File: src/common/wait_ctrl_defines.vh
// Purpose: offsets, field positions, reset values and codes of the
//          external area wait-state register bank
// Assumes: 32-bit AXI4-Lite register window, one aligned word per register
// Notes:   included by bare name from axil_reg_port and ext_area_wait_state_control
`ifndef WAIT_CTRL_DEFINES_VH
`define WAIT_CTRL_DEFINES_VH

// register byte offsets
`define OFS_WAIT_7_6        8'h00
`define OFS_WAIT_5_4        8'h04
`define OFS_ACCESS_STATE    8'h08
`define OFS_ACCESS_STATUS   8'h0C

// wait field positions (lsb of each three-bit count)
`define AREA7_WAIT_LSB      12
`define AREA6_WAIT_LSB      8
`define AREA5_WAIT_LSB      4
`define AREA4_WAIT_LSB      0

// writable bit masks, reserved bits excluded
`define WAIT_7_6_MASK       32'h0000_7700
`define WAIT_5_4_MASK       32'h0000_0077
`define ACCESS_STATE_MASK   32'h0000_00F0

// reset values
`define WAIT_7_6_RESET      32'h0000_7700
`define WAIT_5_4_RESET      32'h0000_0077
`define ACCESS_STATE_RESET  32'h0000_00F0

// three-state select bits sit at area number in the access state register
`define AREA_SEL_LSB        4

// status register layout
`define STAT_BUSY_BIT       0
`define STAT_LOST_BIT       1
`define STAT_AREA_LSB       4
`define STAT_WAIT_LSB       8
`define STAT_THREE_BIT      11

// axi responses
`define RESP_OKAY           2'h0
`define RESP_SLVERR         2'h2

`endif

File: src/axil_reg_port.v
// Purpose: AXI4-Lite slave front end turning bus transfers into strobes
// Assumes: one write and one read outstanding at most
// Notes:   address and data of a write may arrive in either order
`timescale 1ns/1ps
module axil_reg_port (
  // clock and reset
  input  wire        aclk,
  input  wire        aresetn,
  // write address and data
  input  wire [7:0]  awaddr,
  input  wire        awvalid,
  output reg         awready,
  input  wire [31:0] wdata,
  input  wire [3:0]  wstrb,
  input  wire        wvalid,
  output reg         wready,
  // write response
  output reg  [1:0]  bresp,
  output reg         bvalid,
  input  wire        bready,
  // read address and data
  input  wire [7:0]  araddr,
  input  wire        arvalid,
  output reg         arready,
  output reg  [31:0] rdata,
  output reg  [1:0]  rresp,
  output reg         rvalid,
  input  wire        rready,
  // register side
  output wire        reg_wr,
  output wire [7:0]  reg_waddr,
  output wire [31:0] reg_wdata,
  output wire [3:0]  reg_wstrb,
  input  wire        reg_wr_err,
  output wire [7:0]  reg_raddr,
  output wire        reg_rd,
  input  wire [31:0] reg_rd_data,
  input  wire        reg_rd_err
);
`include "wait_ctrl_defines.vh"

  reg        aw_held_reg;
  reg        w_held_reg;
  reg [7:0]  waddr_reg;
  reg [31:0] wdata_reg;
  reg [3:0]  wstrb_reg;

  // write fires once both halves are held and no response is pending
  assign reg_wr    = aw_held_reg & w_held_reg & ~bvalid;
  assign reg_waddr = waddr_reg;
  assign reg_wdata = wdata_reg;
  assign reg_wstrb = wstrb_reg;
  assign reg_raddr = araddr;
  assign reg_rd    = arvalid & arready;

  always @(posedge aclk) begin
    if (!aresetn) begin
      aw_held_reg <= 1'b0;
      w_held_reg  <= 1'b0;
      waddr_reg   <= 8'h00;
      wdata_reg   <= 32'h0000_0000;
      wstrb_reg   <= 4'h0;
      awready     <= 1'b0;
      wready      <= 1'b0;
      bvalid      <= 1'b0;
      bresp       <= `RESP_OKAY;
    end else begin
      if (awvalid && awready) begin
        aw_held_reg <= 1'b1;
        waddr_reg   <= awaddr;
      end
      if (wvalid && wready) begin
        w_held_reg <= 1'b1;
        wdata_reg  <= wdata;
        wstrb_reg  <= wstrb;
      end
      // ready drops the cycle after a take so each item is taken once
      awready <= ~aw_held_reg & ~(awvalid & awready) & ~reg_wr;
      wready  <= ~w_held_reg & ~(wvalid & wready) & ~reg_wr;
      if (reg_wr) begin
        aw_held_reg <= 1'b0;
        w_held_reg  <= 1'b0;
        bvalid      <= 1'b1;
        bresp       <= reg_wr_err ? `RESP_SLVERR : `RESP_OKAY;
      end else if (bvalid && bready) begin
        bvalid <= 1'b0;
      end
    end
  end

  always @(posedge aclk) begin
    if (!aresetn) begin
      arready <= 1'b0;
      rvalid  <= 1'b0;
      rdata   <= 32'h0000_0000;
      rresp   <= `RESP_OKAY;
    end else begin
      arready <= ~rvalid & ~(arvalid & arready);
      if (reg_rd) begin
        rvalid <= 1'b1;
        rdata  <= reg_rd_data;
        rresp  <= reg_rd_err ? `RESP_SLVERR : `RESP_OKAY;
      end else if (rvalid && rready) begin
        rvalid <= 1'b0;
      end
    end
  end

endmodule

File: src/ext_access_timer.v
// Purpose: times one external access in states T1, T2, waits and T3
// Assumes: start is only honoured while idle
// Notes:   strobe stays high from T1 through the final state
`timescale 1ns/1ps
module ext_access_timer (
  // clock and reset
  input  wire       aclk,
  input  wire       aresetn,
  // access request
  input  wire       start,
  input  wire       three_state,
  input  wire [2:0] wait_cnt,
  // access progress
  output reg        strobe_reg,
  output reg        done_reg,
  output reg        busy_reg
);

  localparam [2:0] ST_IDLE = 3'h0;
  localparam [2:0] ST_T1   = 3'h1;
  localparam [2:0] ST_T2   = 3'h2;
  localparam [2:0] ST_TW   = 3'h3;
  localparam [2:0] ST_T3   = 3'h4;

  reg [2:0] state_reg;
  reg [2:0] state_next;
  reg [2:0] left_reg;
  reg [2:0] left_next;
  reg       three_reg;

  always @* begin
    state_next = state_reg;
    left_next  = left_reg;
    case (state_reg)
      ST_IDLE: begin
        if (start) begin
          state_next = ST_T1;
          left_next  = wait_cnt;
        end
      end
      ST_T1: state_next = ST_T2;
      ST_T2: begin
        // two-state access ends here with no waits
        if (!three_reg)
          state_next = ST_IDLE;
        else if (left_reg != 3'h0)
          state_next = ST_TW;
        else
          state_next = ST_T3;
      end
      ST_TW: begin
        // one bus clock per programmed wait
        left_next = left_reg - 3'h1;
        if (left_reg == 3'h1)
          state_next = ST_T3;
      end
      ST_T3: state_next = ST_IDLE;
      default: state_next = ST_IDLE;
    endcase
  end

  always @(posedge aclk) begin
    if (!aresetn) begin
      state_reg  <= ST_IDLE;
      left_reg   <= 3'h0;
      three_reg  <= 1'b0;
      strobe_reg <= 1'b0;
      done_reg   <= 1'b0;
      busy_reg   <= 1'b0;
    end else begin
      state_reg <= state_next;
      left_reg  <= left_next;
      if (state_reg == ST_IDLE && start)
        three_reg <= three_state;
      strobe_reg <= (state_next != ST_IDLE);
      busy_reg   <= (state_next != ST_IDLE);
      done_reg   <= (state_reg != ST_IDLE) && (state_next == ST_IDLE);
    end
  end

endmodule

File: src/ext_area_wait_state_control.v
// Purpose: program-wait settings for external areas 7 to 4 and the
//          access timing that applies them
// Assumes: AXI4-Lite register access, access requests from same clock
// Notes:   wait settings are sampled when an access starts
`timescale 1ns/1ps
module ext_area_wait_state_control (
  // clock and reset
  input  wire        aclk,
  input  wire        aresetn,
  // axi write address
  input  wire [7:0]  s_axi_awaddr,
  input  wire        s_axi_awvalid,
  output wire        s_axi_awready,
  // axi write data
  input  wire [31:0] s_axi_wdata,
  input  wire [3:0]  s_axi_wstrb,
  input  wire        s_axi_wvalid,
  output wire        s_axi_wready,
  // axi write response
  output wire [1:0]  s_axi_bresp,
  output wire        s_axi_bvalid,
  input  wire        s_axi_bready,
  // axi read address
  input  wire [7:0]  s_axi_araddr,
  input  wire        s_axi_arvalid,
  output wire        s_axi_arready,
  // axi read data
  output wire [31:0] s_axi_rdata,
  output wire [1:0]  s_axi_rresp,
  output wire        s_axi_rvalid,
  input  wire        s_axi_rready,
  // external access request from the bus controller
  input  wire        acc_req,
  input  wire [1:0]  acc_area,
  // external access timing
  output wire        acc_strobe,
  output wire        acc_done,
  output wire        acc_busy
);
`include "wait_ctrl_defines.vh"

////////////////////////////////////////////////////////////////////////////
// register bus front end

  wire        reg_wr;
  wire [7:0]  reg_waddr;
  wire [31:0] reg_wdata;
  wire [3:0]  reg_wstrb;
  reg         reg_wr_err;
  wire [7:0]  reg_raddr;
  wire        reg_rd;
  reg  [31:0] reg_rd_data;
  reg         reg_rd_err;

  axil_reg_port u_port (
    .aclk        (aclk),
    .aresetn     (aresetn),
    .awaddr      (s_axi_awaddr),
    .awvalid     (s_axi_awvalid),
    .awready     (s_axi_awready),
    .wdata       (s_axi_wdata),
    .wstrb       (s_axi_wstrb),
    .wvalid      (s_axi_wvalid),
    .wready      (s_axi_wready),
    .bresp       (s_axi_bresp),
    .bvalid      (s_axi_bvalid),
    .bready      (s_axi_bready),
    .araddr      (s_axi_araddr),
    .arvalid     (s_axi_arvalid),
    .arready     (s_axi_arready),
    .rdata       (s_axi_rdata),
    .rresp       (s_axi_rresp),
    .rvalid      (s_axi_rvalid),
    .rready      (s_axi_rready),
    .reg_wr      (reg_wr),
    .reg_waddr   (reg_waddr),
    .reg_wdata   (reg_wdata),
    .reg_wstrb   (reg_wstrb),
    .reg_wr_err  (reg_wr_err),
    .reg_raddr   (reg_raddr),
    .reg_rd      (reg_rd),
    .reg_rd_data (reg_rd_data),
    .reg_rd_err  (reg_rd_err)
  );

////////////////////////////////////////////////////////////////////////////
// helpers

  // expand byte strobes to a bit mask
  function [31:0] strb_mask;
    input [3:0] strb;
    begin
      strb_mask = {{8{strb[3]}}, {8{strb[2]}}, {8{strb[1]}}, {8{strb[0]}}};
    end
  endfunction

  // merge a write into a register, touching writable enabled bits only
  function [31:0] merge_bits;
    input [31:0] old_val;
    input [31:0] new_val;
    input [31:0] en_mask;
    begin
      merge_bits = (old_val & ~en_mask) | (new_val & en_mask);
    end
  endfunction

  function is_mapped;
    input [7:0] addr;
    begin
      is_mapped = (addr == `OFS_WAIT_7_6) || (addr == `OFS_WAIT_5_4) ||
                  (addr == `OFS_ACCESS_STATE) ||
                  (addr == `OFS_ACCESS_STATUS);
    end
  endfunction

  // status word: busy, lost request and the last access taken;
  // built in one place so the field layout has a single owner
  function [31:0] status_word;
    input       busy;
    input       lost;
    input [1:0] area;
    input [2:0] wt;
    input       three;
    begin
      status_word                      = 32'h0000_0000;
      status_word[`STAT_BUSY_BIT]      = busy;
      status_word[`STAT_LOST_BIT]      = lost;
      status_word[`STAT_AREA_LSB +: 2] = area;
      status_word[`STAT_WAIT_LSB +: 3] = wt;
      status_word[`STAT_THREE_BIT]     = three;
    end
  endfunction

////////////////////////////////////////////////////////////////////////////
// configuration registers

  reg  [31:0] wait_ctrl_areas_7_6;
  reg  [31:0] wait_ctrl_areas_5_4;
  reg  [31:0] access_state_ctrl_reg;
  reg         req_lost_reg;
  wire [31:0] wr_mask;
  wire        wr_wait_7_6;
  wire        wr_wait_5_4;
  wire        wr_access_state;

  assign wr_mask = strb_mask(reg_wstrb);

  // one strobe per register keeps the update process flat
  assign wr_wait_7_6     = reg_wr && (reg_waddr == `OFS_WAIT_7_6);
  assign wr_wait_5_4     = reg_wr && (reg_waddr == `OFS_WAIT_5_4);
  assign wr_access_state = reg_wr && (reg_waddr == `OFS_ACCESS_STATE);

  always @* begin
    reg_wr_err = ~is_mapped(reg_waddr);
  end

  always @(posedge aclk) begin
    if (!aresetn) begin
      // all wait fields start at seven waits
      wait_ctrl_areas_7_6   <= `WAIT_7_6_RESET;
      wait_ctrl_areas_5_4   <= `WAIT_5_4_RESET;
      access_state_ctrl_reg <= `ACCESS_STATE_RESET;
    end else begin
      // reserved positions are masked out of every write
      if (wr_wait_7_6)
        wait_ctrl_areas_7_6 <= merge_bits(wait_ctrl_areas_7_6, reg_wdata,
                                          wr_mask & `WAIT_7_6_MASK);
      if (wr_wait_5_4)
        wait_ctrl_areas_5_4 <= merge_bits(wait_ctrl_areas_5_4, reg_wdata,
                                          wr_mask & `WAIT_5_4_MASK);
      if (wr_access_state)
        access_state_ctrl_reg <= merge_bits(access_state_ctrl_reg,
                                            reg_wdata,
                                            wr_mask & `ACCESS_STATE_MASK);
    end
  end

////////////////////////////////////////////////////////////////////////////
// per-area settings

  // codes on acc_area
  localparam [1:0] AREA4_CODE = 2'h0;
  localparam [1:0] AREA5_CODE = 2'h1;
  localparam [1:0] AREA6_CODE = 2'h2;
  localparam [1:0] AREA7_CODE = 2'h3;

  // separate count per area, each from its own field
  wire [2:0] area7_wait;
  wire [2:0] area6_wait;
  wire [2:0] area5_wait;
  wire [2:0] area4_wait;

  assign area7_wait = wait_ctrl_areas_7_6[`AREA7_WAIT_LSB +: 3];
  assign area6_wait = wait_ctrl_areas_7_6[`AREA6_WAIT_LSB +: 3];
  assign area5_wait = wait_ctrl_areas_5_4[`AREA5_WAIT_LSB +: 3];
  assign area4_wait = wait_ctrl_areas_5_4[`AREA4_WAIT_LSB +: 3];

  wire [3:0] area_three_state_sel = access_state_ctrl_reg[`AREA_SEL_LSB +: 4];

  reg  [2:0] sel_wait;
  reg        sel_three;
  reg  [2:0] eff_wait;

  always @* begin
    case (acc_area)
      AREA7_CODE: sel_wait = area7_wait;
      AREA6_CODE: sel_wait = area6_wait;
      AREA5_CODE: sel_wait = area5_wait;
      AREA4_CODE: sel_wait = area4_wait;
      default:    sel_wait = area4_wait;
    endcase
    sel_three = area_three_state_sel[acc_area];
    // count only counts in three-state mode
    // field value is used directly as the number of waits
    eff_wait = sel_three ? sel_wait : 3'h0;
  end

////////////////////////////////////////////////////////////////////////////
// access timing

  wire       start;
  wire       busy_int;
  reg  [1:0] last_area_reg;
  reg  [2:0] last_wait_reg;
  reg        last_three_reg;
  wire       clear_lost;

  // a request is taken only while idle; settings are latched at start,
  // so a register write during an access only shapes the next one
  assign start = acc_req & ~busy_int;

  // the access length below is what the external device must meet
  ext_access_timer u_timer (
    .aclk        (aclk),
    .aresetn     (aresetn),
    .start       (start),
    .three_state (sel_three),
    .wait_cnt    (eff_wait),
    .strobe_reg  (acc_strobe),
    .done_reg    (acc_done),
    .busy_reg    (busy_int)
  );

  assign acc_busy = busy_int;

  // write one to the lost bit clears it
  assign clear_lost = reg_wr && (reg_waddr == `OFS_ACCESS_STATUS) &&
                      reg_wstrb[0] && reg_wdata[`STAT_LOST_BIT];

  always @(posedge aclk) begin
    if (!aresetn) begin
      last_area_reg  <= 2'h0;
      last_wait_reg  <= 3'h0;
      last_three_reg <= 1'b0;
      req_lost_reg   <= 1'b0;
    end else begin
      if (start) begin
        last_area_reg  <= acc_area;
        last_wait_reg  <= eff_wait;
        last_three_reg <= sel_three;
      end
      // a request refused while busy is flagged; set wins over clear
      if (acc_req && busy_int)
        req_lost_reg <= 1'b1;
      else if (clear_lost)
        req_lost_reg <= 1'b0;
    end
  end

////////////////////////////////////////////////////////////////////////////
// read decode

  always @* begin
    reg_rd_data = 32'h0000_0000;
    reg_rd_err  = 1'b0;
    case (reg_raddr)
      `OFS_WAIT_7_6:
        reg_rd_data = wait_ctrl_areas_7_6 & `WAIT_7_6_MASK;
      `OFS_WAIT_5_4:
        reg_rd_data = wait_ctrl_areas_5_4 & `WAIT_5_4_MASK;
      `OFS_ACCESS_STATE:
        reg_rd_data = access_state_ctrl_reg & `ACCESS_STATE_MASK;
      `OFS_ACCESS_STATUS:
        reg_rd_data = status_word(busy_int, req_lost_reg, last_area_reg,
                                  last_wait_reg, last_three_reg);
      // unmapped offsets read zero and answer with an error
      default:
        reg_rd_err = 1'b1;
    endcase
  end

endmodule

File: config.mk
export PLATFORM = sky130hd
export DESIGN_NAME = ext_area_wait_state_control
export DESIGN_NICKNAME = d
export VERILOG_FILES = /design/src/axil_reg_port.v /design/src/ext_access_timer.v /design/src/ext_area_wait_state_control.v
export VERILOG_INCLUDE_DIRS = /design/src /design/src/common
export SDC_FILE = /design/constraint.sdc
export NUM_CORES = 1
export LEC_CHECK = 0
export BUFFER_PORTS_ARGS = -buffer_cell sky130_fd_sc_hd__buf_4
export CAP_MARGIN = 20
export CELL_PAD_IN_SITES_DETAIL_PLACEMENT = 0
export CELL_PAD_IN_SITES_GLOBAL_PLACEMENT = 1
export CORE_UTILIZATION = 41
export DETAILED_ROUTE_END_ITERATION = 16
export GPL_ROUTABILITY_DRIVEN = 0
export PLACE_DENSITY = 0.86
export SLEW_MARGIN = 20
export SYNTH_ARGS = -nofsm -noshare
export SYNTH_HDL_FRONTEND = slang
export SYNTH_SLANG_ARGS = --single-unit
File: constraint.sdc
create_clock -name aclk -period 4.92 [get_ports aclk]
set_input_delay 0.492 -clock aclk [delete_from_list [all_inputs] [get_ports aclk]]
set_output_delay 0.492 -clock aclk [all_outputs]
set_load 0.05 [all_outputs]
# Word-level counts from Yosys, hierarchy flattened
# Cells that the tools add are included.
dict set report word_totals {
  regBits 197
  latch_bits 0
  ram_bits 0
  mem_bits_ro 0
  out_inout_bits 44
  word_cells 125
  memories 0
}
dict set report classes {
  add_sub_neg 1
  mul 0
  n_div 0
  order_cmp 1
  n_eq_ne 14
  shifts 0
  muxes 20
  n_bitwise 33
  n_reduce_logical 31
}
# operator n
set ops {}
lappend ops {{32-bit bitwise AND} 3}
lappend ops {{32-bit OR} 3}
lappend ops {{15-bit case mux with 4 select lines} 1}
lappend ops {{32-bit by 15-bit bitwise AND with 32-bit output} 1}
lappend ops {{32-bit by 7-bit bitwise AND with 32-bit output} 1}
lappend ops {{32-bit by 8-bit bitwise AND with 32-bit output} 1}
lappend ops {{8-bit by 4-bit equality test with 1-bit output (second input constant)} 4}
lappend ops {{15-bit NOT with 32-bit output} 1}
lappend ops {{7-bit NOT with 32-bit output} 1}
lappend ops {{8-bit NOT with 32-bit output} 1}
lappend ops {{3-bit case mux with 4 select lines} 2}
lappend ops {{3-bit 2-to-1 mux} 6}
lappend ops {{8-bit by 3-bit equality test with 1-bit output (second input constant)} 2}
lappend ops {{8-bit zero test} 2}
lappend ops {{1-bit logical AND} 13}
lappend ops {{1-bit bitwise AND} 11}
lappend ops {{1-bit NOT} 10}
lappend ops {{3-bit nonzero test} 3}
lappend ops {{2-bit nonzero test} 4}
lappend ops {{1-bit 2-to-1 mux} 7}
lappend ops {{3-bit by 1-bit equality test with 1-bit output (second input constant)} 2}
lappend ops {{3-bit by 2-bit equality test with 1-bit output (second input constant)} 2}
lappend ops {{3-bit zero test} 2}
lappend ops {{3-bit case mux with 2 select lines} 1}
lappend ops {{other kinds (12)} 16}

# Logic depth before layout (Yosys ltp)
# Gate-level depths: netlist of the first run.
dict set report depth {
  depth_word 7
  mapped_depth 6
  depth_no_buf 6
}

# By module
# From an unflattened synthesis of the first run, not the netlist that was laid out.
dict set report hier_totals {
  cells_unflattened 560
  hier_area_um2 5092.4
}
# module n_inst cells_each area_per_inst_um2
set by_module_without_submodules {}
lappend by_module_without_submodules {axil_reg_port 1 373 3325.7}
lappend by_module_without_submodules {ext_area_wait_state_control 1 135 1271.2}
lappend by_module_without_submodules {ext_access_timer 1 52 495.5}

# Worst setup path before layout of the first run
# Ideal clock, no wire load.
dict set report synth_path {
  kind {flip-flop to flip-flop}
  start {register u_timer.strobe_reg (netlist name)}
  end {register u_timer.left_reg[0]}
  setup_ns 0.120
  arrival_time_ns 1.697
  t_required_ns 4.800
  setup_slack_ns 3.104
  stages_incl_launch_ff 6
  path_buffers 1
  period_less_slack_ns 1.816
  cell_sequence {dfxtp_1 > nand2b_4 > buf_6 > or4_4 > and3_1 > o31a_1}
}
# element line
set synth_rtl {}
lappend synth_rtl {{end signal: assignment} ext_access_timer.v:72} ;# left_reg <= left_next;
lappend synth_rtl {{end: declaration} ext_access_timer.v:27} ;# reg [2:0] left_reg;

# Final worst setup path of the first run
dict set report layout_path {
  start {input port s_axi_araddr[5]}
  end {register u_port.rdata[14]}
}
dict set report layout_via {
  elab_chain_len 2
  word_cells_on_any_way 5
  classes_between {eq/ne (3); mux (1); reduce/logical (1)}
}
# element line
set layout_rtl {}
lappend layout_rtl {{start: declaration} ext_area_wait_state_control.v:24} ;# input wire [7:0] s_axi_araddr,
lappend layout_rtl {{8-bit by 4-bit equality test with 1-bit output, or another cell as far along} -}
lappend layout_rtl {{15-bit case mux with 4 select lines (*)} ext_area_wait_state_control.v:276} ;# case (reg_raddr)
lappend layout_rtl {{end signal: assignment} axil_reg_port.v:101} ;# rdata <= reg_rd_data;
lappend layout_rtl {{end: declaration} axil_reg_port.v:25} ;# output reg [31:0] rdata,
# Every way passes the cells marked *; elsewhere a longest branch is shown, timed or not.
# A chain may end at the register's enable or synchronous reset.

==> results of run 1 <==
[worst min-delay path, stage by stage]
cell	delay (ns)
buf_4	0.11
nand2_1	0.04
a21boi_0	0.06
[layout by cell type, fill, tap and decap left out, types with 6 or more instances in the layout]
cell	n
nand2_1	95
nand4_1	9
and2_1	6
a21boi_1	8
nor2_1	12
nor2b_1	7
dfxtp_1	78
clkbuf_8	10
a21oi_1	8
mux2i_1	18
nand3_1	13
a21boi_0	32
buf_4	64
conb_1	20
a22o_1	6
[worst min-delay path by stage]
stage,to,depth (start not counted)
after CTS,u_port.reg_waddr[5],3
after global routing,u_port.reg_wdata[0],3
after global placement,u_port.arready,1
final,u_port.reg_wdata[0],3
after detailed placement,u_port.rdata[10],2
after floorplan,u_port.reg_wstrb[1],2
[stage by stage]
stage	worst slack (ns)	std cells
floorplan	3.10	408
global placement	2.90	533
detailed placement	2.87	533
CTS	3.21	549
global route	3.09	549
finish	3.25	549
[layout make-up]
cell class                 instances  area, um2  share of cell area
sequential                        78       1560               0.376
inverter                           4       15.0             0.00362
multi-input combinational        282       1740               0.419
clock inverter                     5       82.6              0.0199
clock buffer                      11        141              0.0341
timing repair buffer              64        480               0.116
tap                              105        131              0.0317
[per-layer routing]
layer / track usage / up-vias
met5: 0 / -
met4: 0.0720 / 0
met3: 0.0290 / 10
met2: 0.271 / 60
met1: 0.224 / 1262
li1: - / 1396
[logic make-up (layout without fill, tap and decap cells)]
group                    after synthesis  in the layout  share of synthesized area
AO/OA/AOI/OAI                         70             70                      0.146
adder cells (fa/ha/maj)                3              3                     0.0107
buffers and inverters                 48             84                     0.0806
flip-flops                            78             78                      0.445
multiplexers                          24             24                     0.0834
other                                  1             20                    0.00107
AND/OR/NAND/NOR                      165            165                      0.233
[power breakdown]
group / switching (W) / internal (W)
Combinational: 0.000117 / 0.0000667
Sequential: 0.0000201 / 0.000656
Clock: 0.000232 / 0.000301
==> impl_results.md, run 1 <==
* Vias in the first global route at 2458
* Yosys top cell area share at 0.445
* Yosys synthesis warning count at 0
* Critical path endpoint: u_port.rdata[14]
* Slew Limit Fails at 0
* I/O Buffers at 64
* Leak at 1.80 nW
* Critical path type: in -> reg
* Setup TNS at 0 ns
* TritonCTS clock tree: yes
* RSZ-0062 raised after global routing: no
* Site Rows at 33
* Tcrit/Tclk final at 0.340
* ANT cells at 0
* H-tree levels at 3
* Most used DFF post-synth: dfxtp_1
* Post-synthesis sequential area ratio at 0.445
* Crit-path slowest cell: or4_4
* Clock Latency Late Sink at about 0.35 ns
* DR vias/cell at slightly below 5
* Largest net degree at the start of global routing at 82
* Syn Inst Count at 389
* Total grt overflow at 0
* HPWL Detailed at 5030 um
* Netlist Area Pre-Place at 0.00351 mm2
* Clock Sinks at 78
* WL final at around 7100 um
* Final setup violation count at 0
* Root Driver: clkbuf_8
* F_max at between 500 and 600 MHz
* Most frequent cell after synthesis: nand2_1
* Post-DRT Antenna Nets at 0
* Initial antenna violation count at 0
* Crit-path cells: buf_4 > or4_4 > nor3_4 > nand4_1 > a21boi_0
* Tot GR Track Use at 0.169
* Slew at the pin with the worst max-slew slack at 0.693 ns
* CP max stage delay at ~0.53 ns
* Critical path data required time at 5.19 ns
* Fin nets at between 500 and 600
* Max-Cap Viols at 0
* Initial core utilization at 0.425
* DR pass1 iterations at 4
* Post-CTS sizing at 0
* Longest Clk Path Bufs at 2
* Ranking of synthesized cells by area: dfxtp_1 44%, nand2_1 10%, a21boi_0 6.8%
* CP top delay family: simple AND/OR/NAND/NOR gates
* Tightest Hold Check Type: in -> reg
* CP max FO at 15
* # fillers at between 700 and 800
* Mapped Avg Cell Area at 9.02 um2
* Clock Pin Slew Worst Setup and Hold Paths at 0.08 ns
* Critical Path Stages at 5
* Crit path from: s_axi_araddr[5]
* HP Start: s_axi_wdata[0]
* WL met2 at between 3000 and 4000 um
* Most common library cells after synthesis: 95 x nand2_1, 78 x dfxtp_1, 32 x a21boi_0
* Slew margin rel. at 0.538
* Die H at 94.5 um
* # IOs at 106
* Setup Fix Bufs, Post-CTS at 0
* Worst r2r path cells at 4
* Post-synth top area cell: dfxtp_1
* Final Cell Area at 0.00415 mm2
* Final Hold Vio Count at 0
* Metal1 wirelength at 3400 um
* CP Launch Type: input pin
* EDFF count, synth at 0
* CP bufs+invs at 1
* DR top layer: met4
* CTS Hold Bufs at 0
* Reg-to-reg slack, setup at ~3.3 ns
* Fin Clk Skew at 0.00827 ns
* First-pass GRT wire length at 11600 um
* Async S/R FF share, synth at 0
* Residual DRC at 0
* Fin crit period at 1.67 ns
* Synth cell types at 44
* Max VDD drop at 132 uV
* Met3 wire length at around 250 um
* Per-cell routed wire length at 12.9 um
* PD cells at about 340 mW/mm2
* Pwr Total at roughly 0.0014 W
* Initial drt markers at approximately 110
* Core area at 0.00826 mm2
* Die W at between 90 and 100 um
* Share of cells above drive strength 1 at 0.212
* Placed cell areas at ~0.004 mm2
* Crit end category: register
* Worst R2R Start: u_port.reg_waddr[0]
* Status: finished clean
* Area growth from synthesis to layout at 18.2%
* DR vias at 2728
* Synthesized flop and latch total at slightly below 80
* CTS buffer count at 9
* Hold slack at 0.398 ns
* CP arrival at 1.95 ns
* Post-layout util at 0.502
* Die Area at 0.00893 mm2
(Power assumes the default switching activity.)
==> run 2: changes to the inputs <==
- ABC_AREA: unset -> 1
- CORE_UTILIZATION: 41 -> 33
- PLACE_DENSITY: 0.86 -> 0.77
- clock period: 4.92 -> 1.5 ns (I/O delays scaled with it)
==> impl_results.md, run 2 <==
* Placed cell areas at 0.00406 mm2 (+3.4%)
* Synthesized flop and latch total at 78 (unchanged)
* Slew margin rel. at 0.634 (+0.0959)
* Yosys top cell area share at 0.443 (-0.00237)
* Hold path endpoint: u_port.reg_wdata[12]
* Die W at 105 um (+12%)
* Storage element area at 0.00156 mm2 (unchanged)
* Tcrit/Tclk final at 0.881
* First-pass GRT wire length at 13100 um (+12%)
* CTS buffer count at 9 (unchanged)
* PD cells at 1080 mW/mm2 (+220%)
* Root Driver: clkbuf_8
* Max-Cap Viols at 0 (unchanged)
* Syn Inst Count at 473 (+22%)
* Tightest Hold Check Type: in -> reg
* Most frequent cell after synthesis: nand2_1
* Post-CTS sizing at 0 (unchanged)
* Initial antenna violation count at 0 (unchanged)
* HP Start: s_axi_wdata[12]
* CP max FO at 19 (+4)
* Die H at 105 um (+12%)
* CP Launch Type: register
* Capturing point of the worst reg2reg path: u_port.wready
* Largest net degree at the start of global routing at 42 (-49%)
* Slew Limit Fails at 0 (unchanged)
* Post-DRT Antenna Nets at 0 (unchanged)
* DR vias/cell at 4.56 (-8.1%)
* Worst r2r path cells at 3 (-1)
* Slew at the pin with the worst max-slew slack at 0.548 ns (-0.145 ns)
* Most frequent cells in the layout: 101 x nand2_1, 78 x dfxtp_1, 72 x buf_4
* Fin Clk Skew at 0.00673 ns (-0.00154 ns)
* Longest Clk Path Bufs at 2 (unchanged)
* DR pass1 iterations at 4 (unchanged)
* Clock Sinks at 78 (unchanged)
* WL final at 7790 um (+10%)
* Most common cell after layout, fill and taps aside: nand2_1
* Fin nets at 602 (+19%)
* Reg-to-reg slack, setup at 0.18 ns (-3.08 ns)
* Worst R2R Start: u_port.wready
* Async S/R FF share, synth at 0 (unchanged)
* Critical path type: reg -> reg
* Setup TNS at 0 ns (unchanged)
* Status: finished clean
* Post-synthesis sequential area ratio at 0.443 (-0.00237)
* I/O Buffers at 64 (unchanged)
* Ranking of synthesized cells by area: dfxtp_1 44%, nand2_1 11%, nand3_1 7.9%
* Inst Count DP at 661 (+24%)
* DR vias at 3090 (+13%)
* Hold Path Cell Cnt at 3 (unchanged)
* F_max at 757 MHz
* Per-cell routed wire length at 11.5 um (-11%)
* Core area at 0.0103 mm2 (+25%)
* Final Cell Area at 0.00427 mm2 (+2.8%)
* CP arrival at 1.57 ns (-0.38 ns)
* Total grt overflow at 0 (unchanged)
* Netlist Area Pre-Place at 0.00353 mm2 (+0.53%)
* Mapped Avg Cell Area at 7.46 um2 (-17%)
* TritonCTS clock tree: yes
* Post-synth top area cell: dfxtp_1
* Clock Latency Late Sink at 0.35 ns (about the same)
* RSZ-0062 raised after global routing: no
* Critical path data required time at 1.75 ns (-3.44 ns)
* Most common library cells after synthesis: 101 x nand2_1, 78 x dfxtp_1, 58 x nor2_1
* Share of cells above drive strength 1 at 0.222 (+0.0101)
* Residual DRC at 0 (unchanged)
* Finished Layout Cells at 677 (+23%)
* # fillers at 1079 (+35%)
* ANT cells at 0 (unchanged)
* Synth cell types at 35 (-20%)
* Most used DFF post-synth: dfxtp_1
* Final setup violation count at 0 (unchanged)
* Die Area at 0.0111 mm2 (+24%)
* EDFF count, synth at 0 (unchanged)
* H-tree levels at 3 (unchanged)
* Vias in the first global route at 2829 (+15%)
* Crit end category: register
* Max VDD drop at 575 uV (+340%)
* Initial core utilization at 0.342 (-0.0832)
* Post-layout util at 0.413 (-0.0891)
* Tot GR Track Use at 0.147 (-0.0225)
* Initial drt markers at 122 (+8.9%)
* HPWL Detailed at 5940 um (+18%)
* # IOs at 106 (unchanged)
* Area growth from synthesis to layout at 20.9%
* Fin crit period at approximately 1.3 ns
* Final Hold Vio Count at 0 (unchanged)
* Leak at 2.03 nW (+13%)
* Hold slack at 0.0508 ns (-0.348 ns)
* Site Rows at 37 (+12%)
* Yosys synthesis warning count at 0 (unchanged)
* Area of the multi-input gates at 0.00164 mm2 (-5.8%)
* Clock Pin Slew Worst Setup and Hold Paths at 0.08 ns (about the same)
## run 2: cell types whose count changed in the layout (fill, tap and decap cells not counted), moves of 8 or more
cell,previous run,this run
nor2_1,12,58
nand3_1,13,56
a21boi_0,32,0
o21ai_0,4,27
mux2i_1,18,0
inv_1,4,19
inv_2,0,14
a21oi_1,8,19
nand4_1,9,19
a21boi_1,8,0
buf_4,64,72
## run 2: layout make-up
cell class,count,area share
sequential,78,0.366
multi-input combinational,339,0.383
clock inverter,5,0.0141
timing repair buffer,74,0.134
clock buffer,10,0.0323
inverter,35,0.0308
tap,136,0.0399
## run 2: worst max path at each step
stage	start	to	slack (ns)	cells past startpoint
detailed placement	u_port.aw_held_reg	register	0.17	5
floorplan	u_port.arready	u_port.rdata[4]	0.08	4
finish	u_port.wready	u_port.wready	0.18	3
global placement	u_port.aw_held_reg	register	0.20	5
CTS	u_port.wready	u_port.wready	0.16	3
global route	u_timer.state_reg[1]	u_timer.left_reg[0]	0.05	5
## run 2: routing by layer
metal	vias up	wire length, um	global-route usage
met2	85	3400	0.225
li1	1637	-	-
met1	1357	3940	0.200
met3	11	339	0.0322
met4	0	109	0.0553
met5	-	0	0
## run 2: worst max-delay path, cell delays in order (launching register included)
cell,delay [ns]
dfxtp_1,0.32
nand2_1,0.41
inv_2,0.24
nor3_1,0.25
## run 2: power breakdown
part           total, W  switching, W  internal [W]
clock           0.00157      0.000764      0.000808
sequential      0.00225     0.0000735       0.00217
combinational  0.000771      0.000508      0.000263
total           0.00459       0.00134       0.00325
## run 2: timing repair
action | CTS | global route
buffers inserted | 0 | 0
hold endpoints to repair | 1 | 0
hold buffers | 1 | 0
## run 2: kinds of logic (layout without fill, tap and decap cells)
kind of cell	Yosys count	in the layout	synth area share
buffers and inverters	75	124	0.114
AO/OA/AOI/OAI	56	56	0.0812
AND/OR/NAND/NOR	259	259	0.348
other	1	20	0.00106
flip-flops	78	78	0.443
adder cells (fa/ha/maj)	3	3	0.0106
XOR/XNOR	1	1	0.00248
## run 2: per-stage QoR
stage	power (W)	setup WS, ns
6_report	0.00459	0.179
3_5_place_dp	0.00307	0.172
3_3_place_gp	0.00306	0.198
5_1_grt	0.00482	0.0519
4_1_cts	0.00465	0.163
2_1_floorplan	0.00290	0.0755
==> run 3: changes to the inputs <==
--- a/config.mk
+++ b/config.mk
@@ -8,12 +8,13 @@
 export LEC_CHECK = 0
 export ABC_AREA = 1
+export ABC_CLOCK_PERIOD_IN_PS = 1400
 export BUFFER_PORTS_ARGS = -buffer_cell sky130_fd_sc_hd__buf_4
 export CAP_MARGIN = 20
 export CELL_PAD_IN_SITES_DETAIL_PLACEMENT = 0
 export CELL_PAD_IN_SITES_GLOBAL_PLACEMENT = 1
-export CORE_UTILIZATION = 33
+export CORE_UTILIZATION = 36
 export DETAILED_ROUTE_END_ITERATION = 16
 export GPL_ROUTABILITY_DRIVEN = 0
-export PLACE_DENSITY = 0.77
+export PLACE_DENSITY = 0.8
 export SLEW_MARGIN = 20
 export SYNTH_ARGS = -nofsm -noshare
==> constraint.sdc (replaced) <==
create_clock -name aclk -period 1.4 [get_ports aclk]
set_input_delay 0.14 -clock aclk [delete_from_list [all_inputs] [get_ports aclk]]
set_output_delay 0.14 -clock aclk [all_outputs]
set_load 0.01 [all_outputs]
==> impl_results.md, run 3 (synthesis results as in run 2) <==
* Status: finished clean
* CTS buffer count at 9 (unchanged)
* Largest net degree at the start of global routing at 42 (unchanged)
* CP arrival at 1.50 ns (-0.07 ns)
* Most frequent cells in the layout: 101 x nand2_1, 78 x dfxtp_1, 75 x buf_4
* Global routing usage on met1 at 0.225 (+0.0246)
* Initial core utilization at 0.377 (+0.0347)
* Die W at 101 um (-4.2%)
* CP max FO at 7 (-12)
* Final setup violation count at 0 (unchanged)
* CP bufs+invs at 0 (-1)
* Vias in the first global route at 2769 (-2.1%)
* Clock Latency Late Sink at 0.35 ns (about the same)
* Leak at 2.06 nW (+1.6%)
* PD cells at 1180 mW/mm2 (+9.6%)
* Met3 global-route usage at 0.0395 (+0.00737)
* Crit-path cells: nand2_1 > nor2_4 > nand3_2 > nand2_1 > o211ai_1
* I/O Buffers at 64 (unchanged)
* Die H at 101 um (-4.2%)
* # IOs at 106 (unchanged)
* Reg-to-reg slack, setup at 0.11 ns (-0.07 ns)
* DR pass1 iterations at 4 (unchanged)
* Residual DRC at 0 (unchanged)
* Site Rows at 35 (-5.4%)
* Root Driver: clkbuf_8
* Placed cell areas at 0.00405 mm2 (-0.15%)
* HPWL Detailed at 5860 um (-1.3%)
* Met2 Usage GRT at 0.255 (+0.0299)
* HP Start: s_axi_wdata[9]
* Longest Clk Path Bufs at 2 (unchanged)
* Tightest Hold Check Type: in -> reg
* Max-Cap Viols at 0 (unchanged)
* ANT cells at 0 (unchanged)
* Per-cell routed wire length at 11.8 um (+2.6%)
* DR vias at 3099 (+0.29%)
* Fin nets at 604 (+0.33%)
* Total grt overflow at 0 (unchanged)
* Critical path data required time at 1.61 ns (-0.14 ns)
* Post-DRT Antenna Nets at 0 (unchanged)
* Fin crit period at 1.29 ns (-0.0330 ns)
* First-pass GRT wire length at 13100 um (+0.21%)
* Fin Clk Skew at 0.00827 ns (+0.00154 ns)
* CP top delay family: simple AND/OR/NAND/NOR gates
* H-tree levels at 3 (unchanged)
* Most common cell on crit path: nand2_1
* Max VDD drop at 449 uV (-22%)
* Setup Fix Bufs, Post-CTS at 0 (unchanged)
* Initial antenna violation count at 0 (unchanged)
* TritonCTS clock tree: yes
* RSZ-0062 raised after global routing: no
* Tot GR Track Use at 0.164 (+0.0177)
* CP max stage delay at 0.44 ns (+0.03 ns)
* CP Launch Type: register
* Clock Pin Slew Worst Setup and Hold Paths at 0.08 ns (about the same)
* Crit-path slowest cell: dfxtp_1
* Most common cell after layout, fill and taps aside: nand2_1
* Setup TNS at 0 ns (unchanged)
* F_max at 776 MHz (+2.6%)
* Crit end category: register
* Initial drt markers at 121 (-0.82%)
* Final Hold Vio Count at 0 (unchanged)
* Critical path type: reg -> reg
* Final Cell Area at 0.00431 mm2 (+1.0%)
* Worst R2R Start: u_port.reg_waddr[2]
* WL final at 7930 um (+1.8%)
* Slew Limit Fails at 0 (unchanged)
* Core area at 0.00937 mm2 (-9.2%)
* Die Area at 0.0102 mm2 (-8.2%)
* Top Usage Layer GRT: met2
* Clock Sinks at 78 (unchanged)
* Share of cells above drive strength 1 at 0.227 (+0.00471)
* Crit path from: u_port.reg_waddr[2]
* Tcrit/Tclk final at 0.920 (+0.0394)
* Area growth from synthesis to layout at 22.1%
* # fillers at 992 (-8.1%)
* DR vias/cell at 4.61 (+1.0%)
run 3: cell type report:
type / count / area, um2 / area share
clock buffer: 11 / 141 / 0.0328
clock inverter: 4 / 95.1 / 0.0221
inverter: 35 / 131 / 0.0305
multi-input combinational: 339 / 1650 / 0.382
sequential: 78 / 1560 / 0.362
tap: 129 / 161 / 0.0375
timing repair buffer: 76 / 573 / 0.133
run 3: worst register-to-register path, delay by kind of cell (launching register included):
kind / cells / cell delay [ns]
flip-flops: 1 / 0.44
AND/OR/NAND/NOR: 4 / 0.62
AO/OA/AOI/OAI: 1 / 0.09
run 3: worst paths after layout:
check | to | cells past startpoint
max reg2reg | register | 5
min reg2reg | u_port.rdata[8] | 2
min | u_port.reg_wdata[9] | 3
max | register | 5
run 3: where the power goes:
group | internal (W) | switching (W)
logic | 0.000269 | 0.000389
registers | 0.00233 | 0.0000740
clock network | 0.00122 | 0.000797
total | 0.00382 | 0.00126
run 3: through the flow:
| stage | total power [W] | setup WS (ns) | utilization | hold slack [ns] | cells |
|---|---|---|---|---|---|
| final | 0.00508 | 0.111 | 0.460 | 0.0378 | 672 |
| after global routing | 0.00533 | 0.00963 | 0.460 | 0.0288 | 672 |
| after CTS | 0.00513 | 0.113 | 0.459 | 0.0241 | 672 |
| after detailed placement | 0.00311 | 0.136 | 0.432 | 0.343 | 656 |
| after global placement | 0.00309 | 0.156 | 0.432 | 0.338 | 656 |
| after floorplan | 0.00294 | 0.238 | - | 0.243 | 492 |
run 3: repair_timing:
item,CTS,global route
endpoints found under the setup margin,0,1
endpoints found under the hold margin,1,0
hold buffers,1,0
resized for setup,0,2
run 3: routing by layer:
metal / share of wire / vias up
li1: - / 1639
met1: 0.50 / 1366
met2: 0.44 / 92
met3: 0.052 / 2
met4: 0.0030 / 0
met5: 0 / -
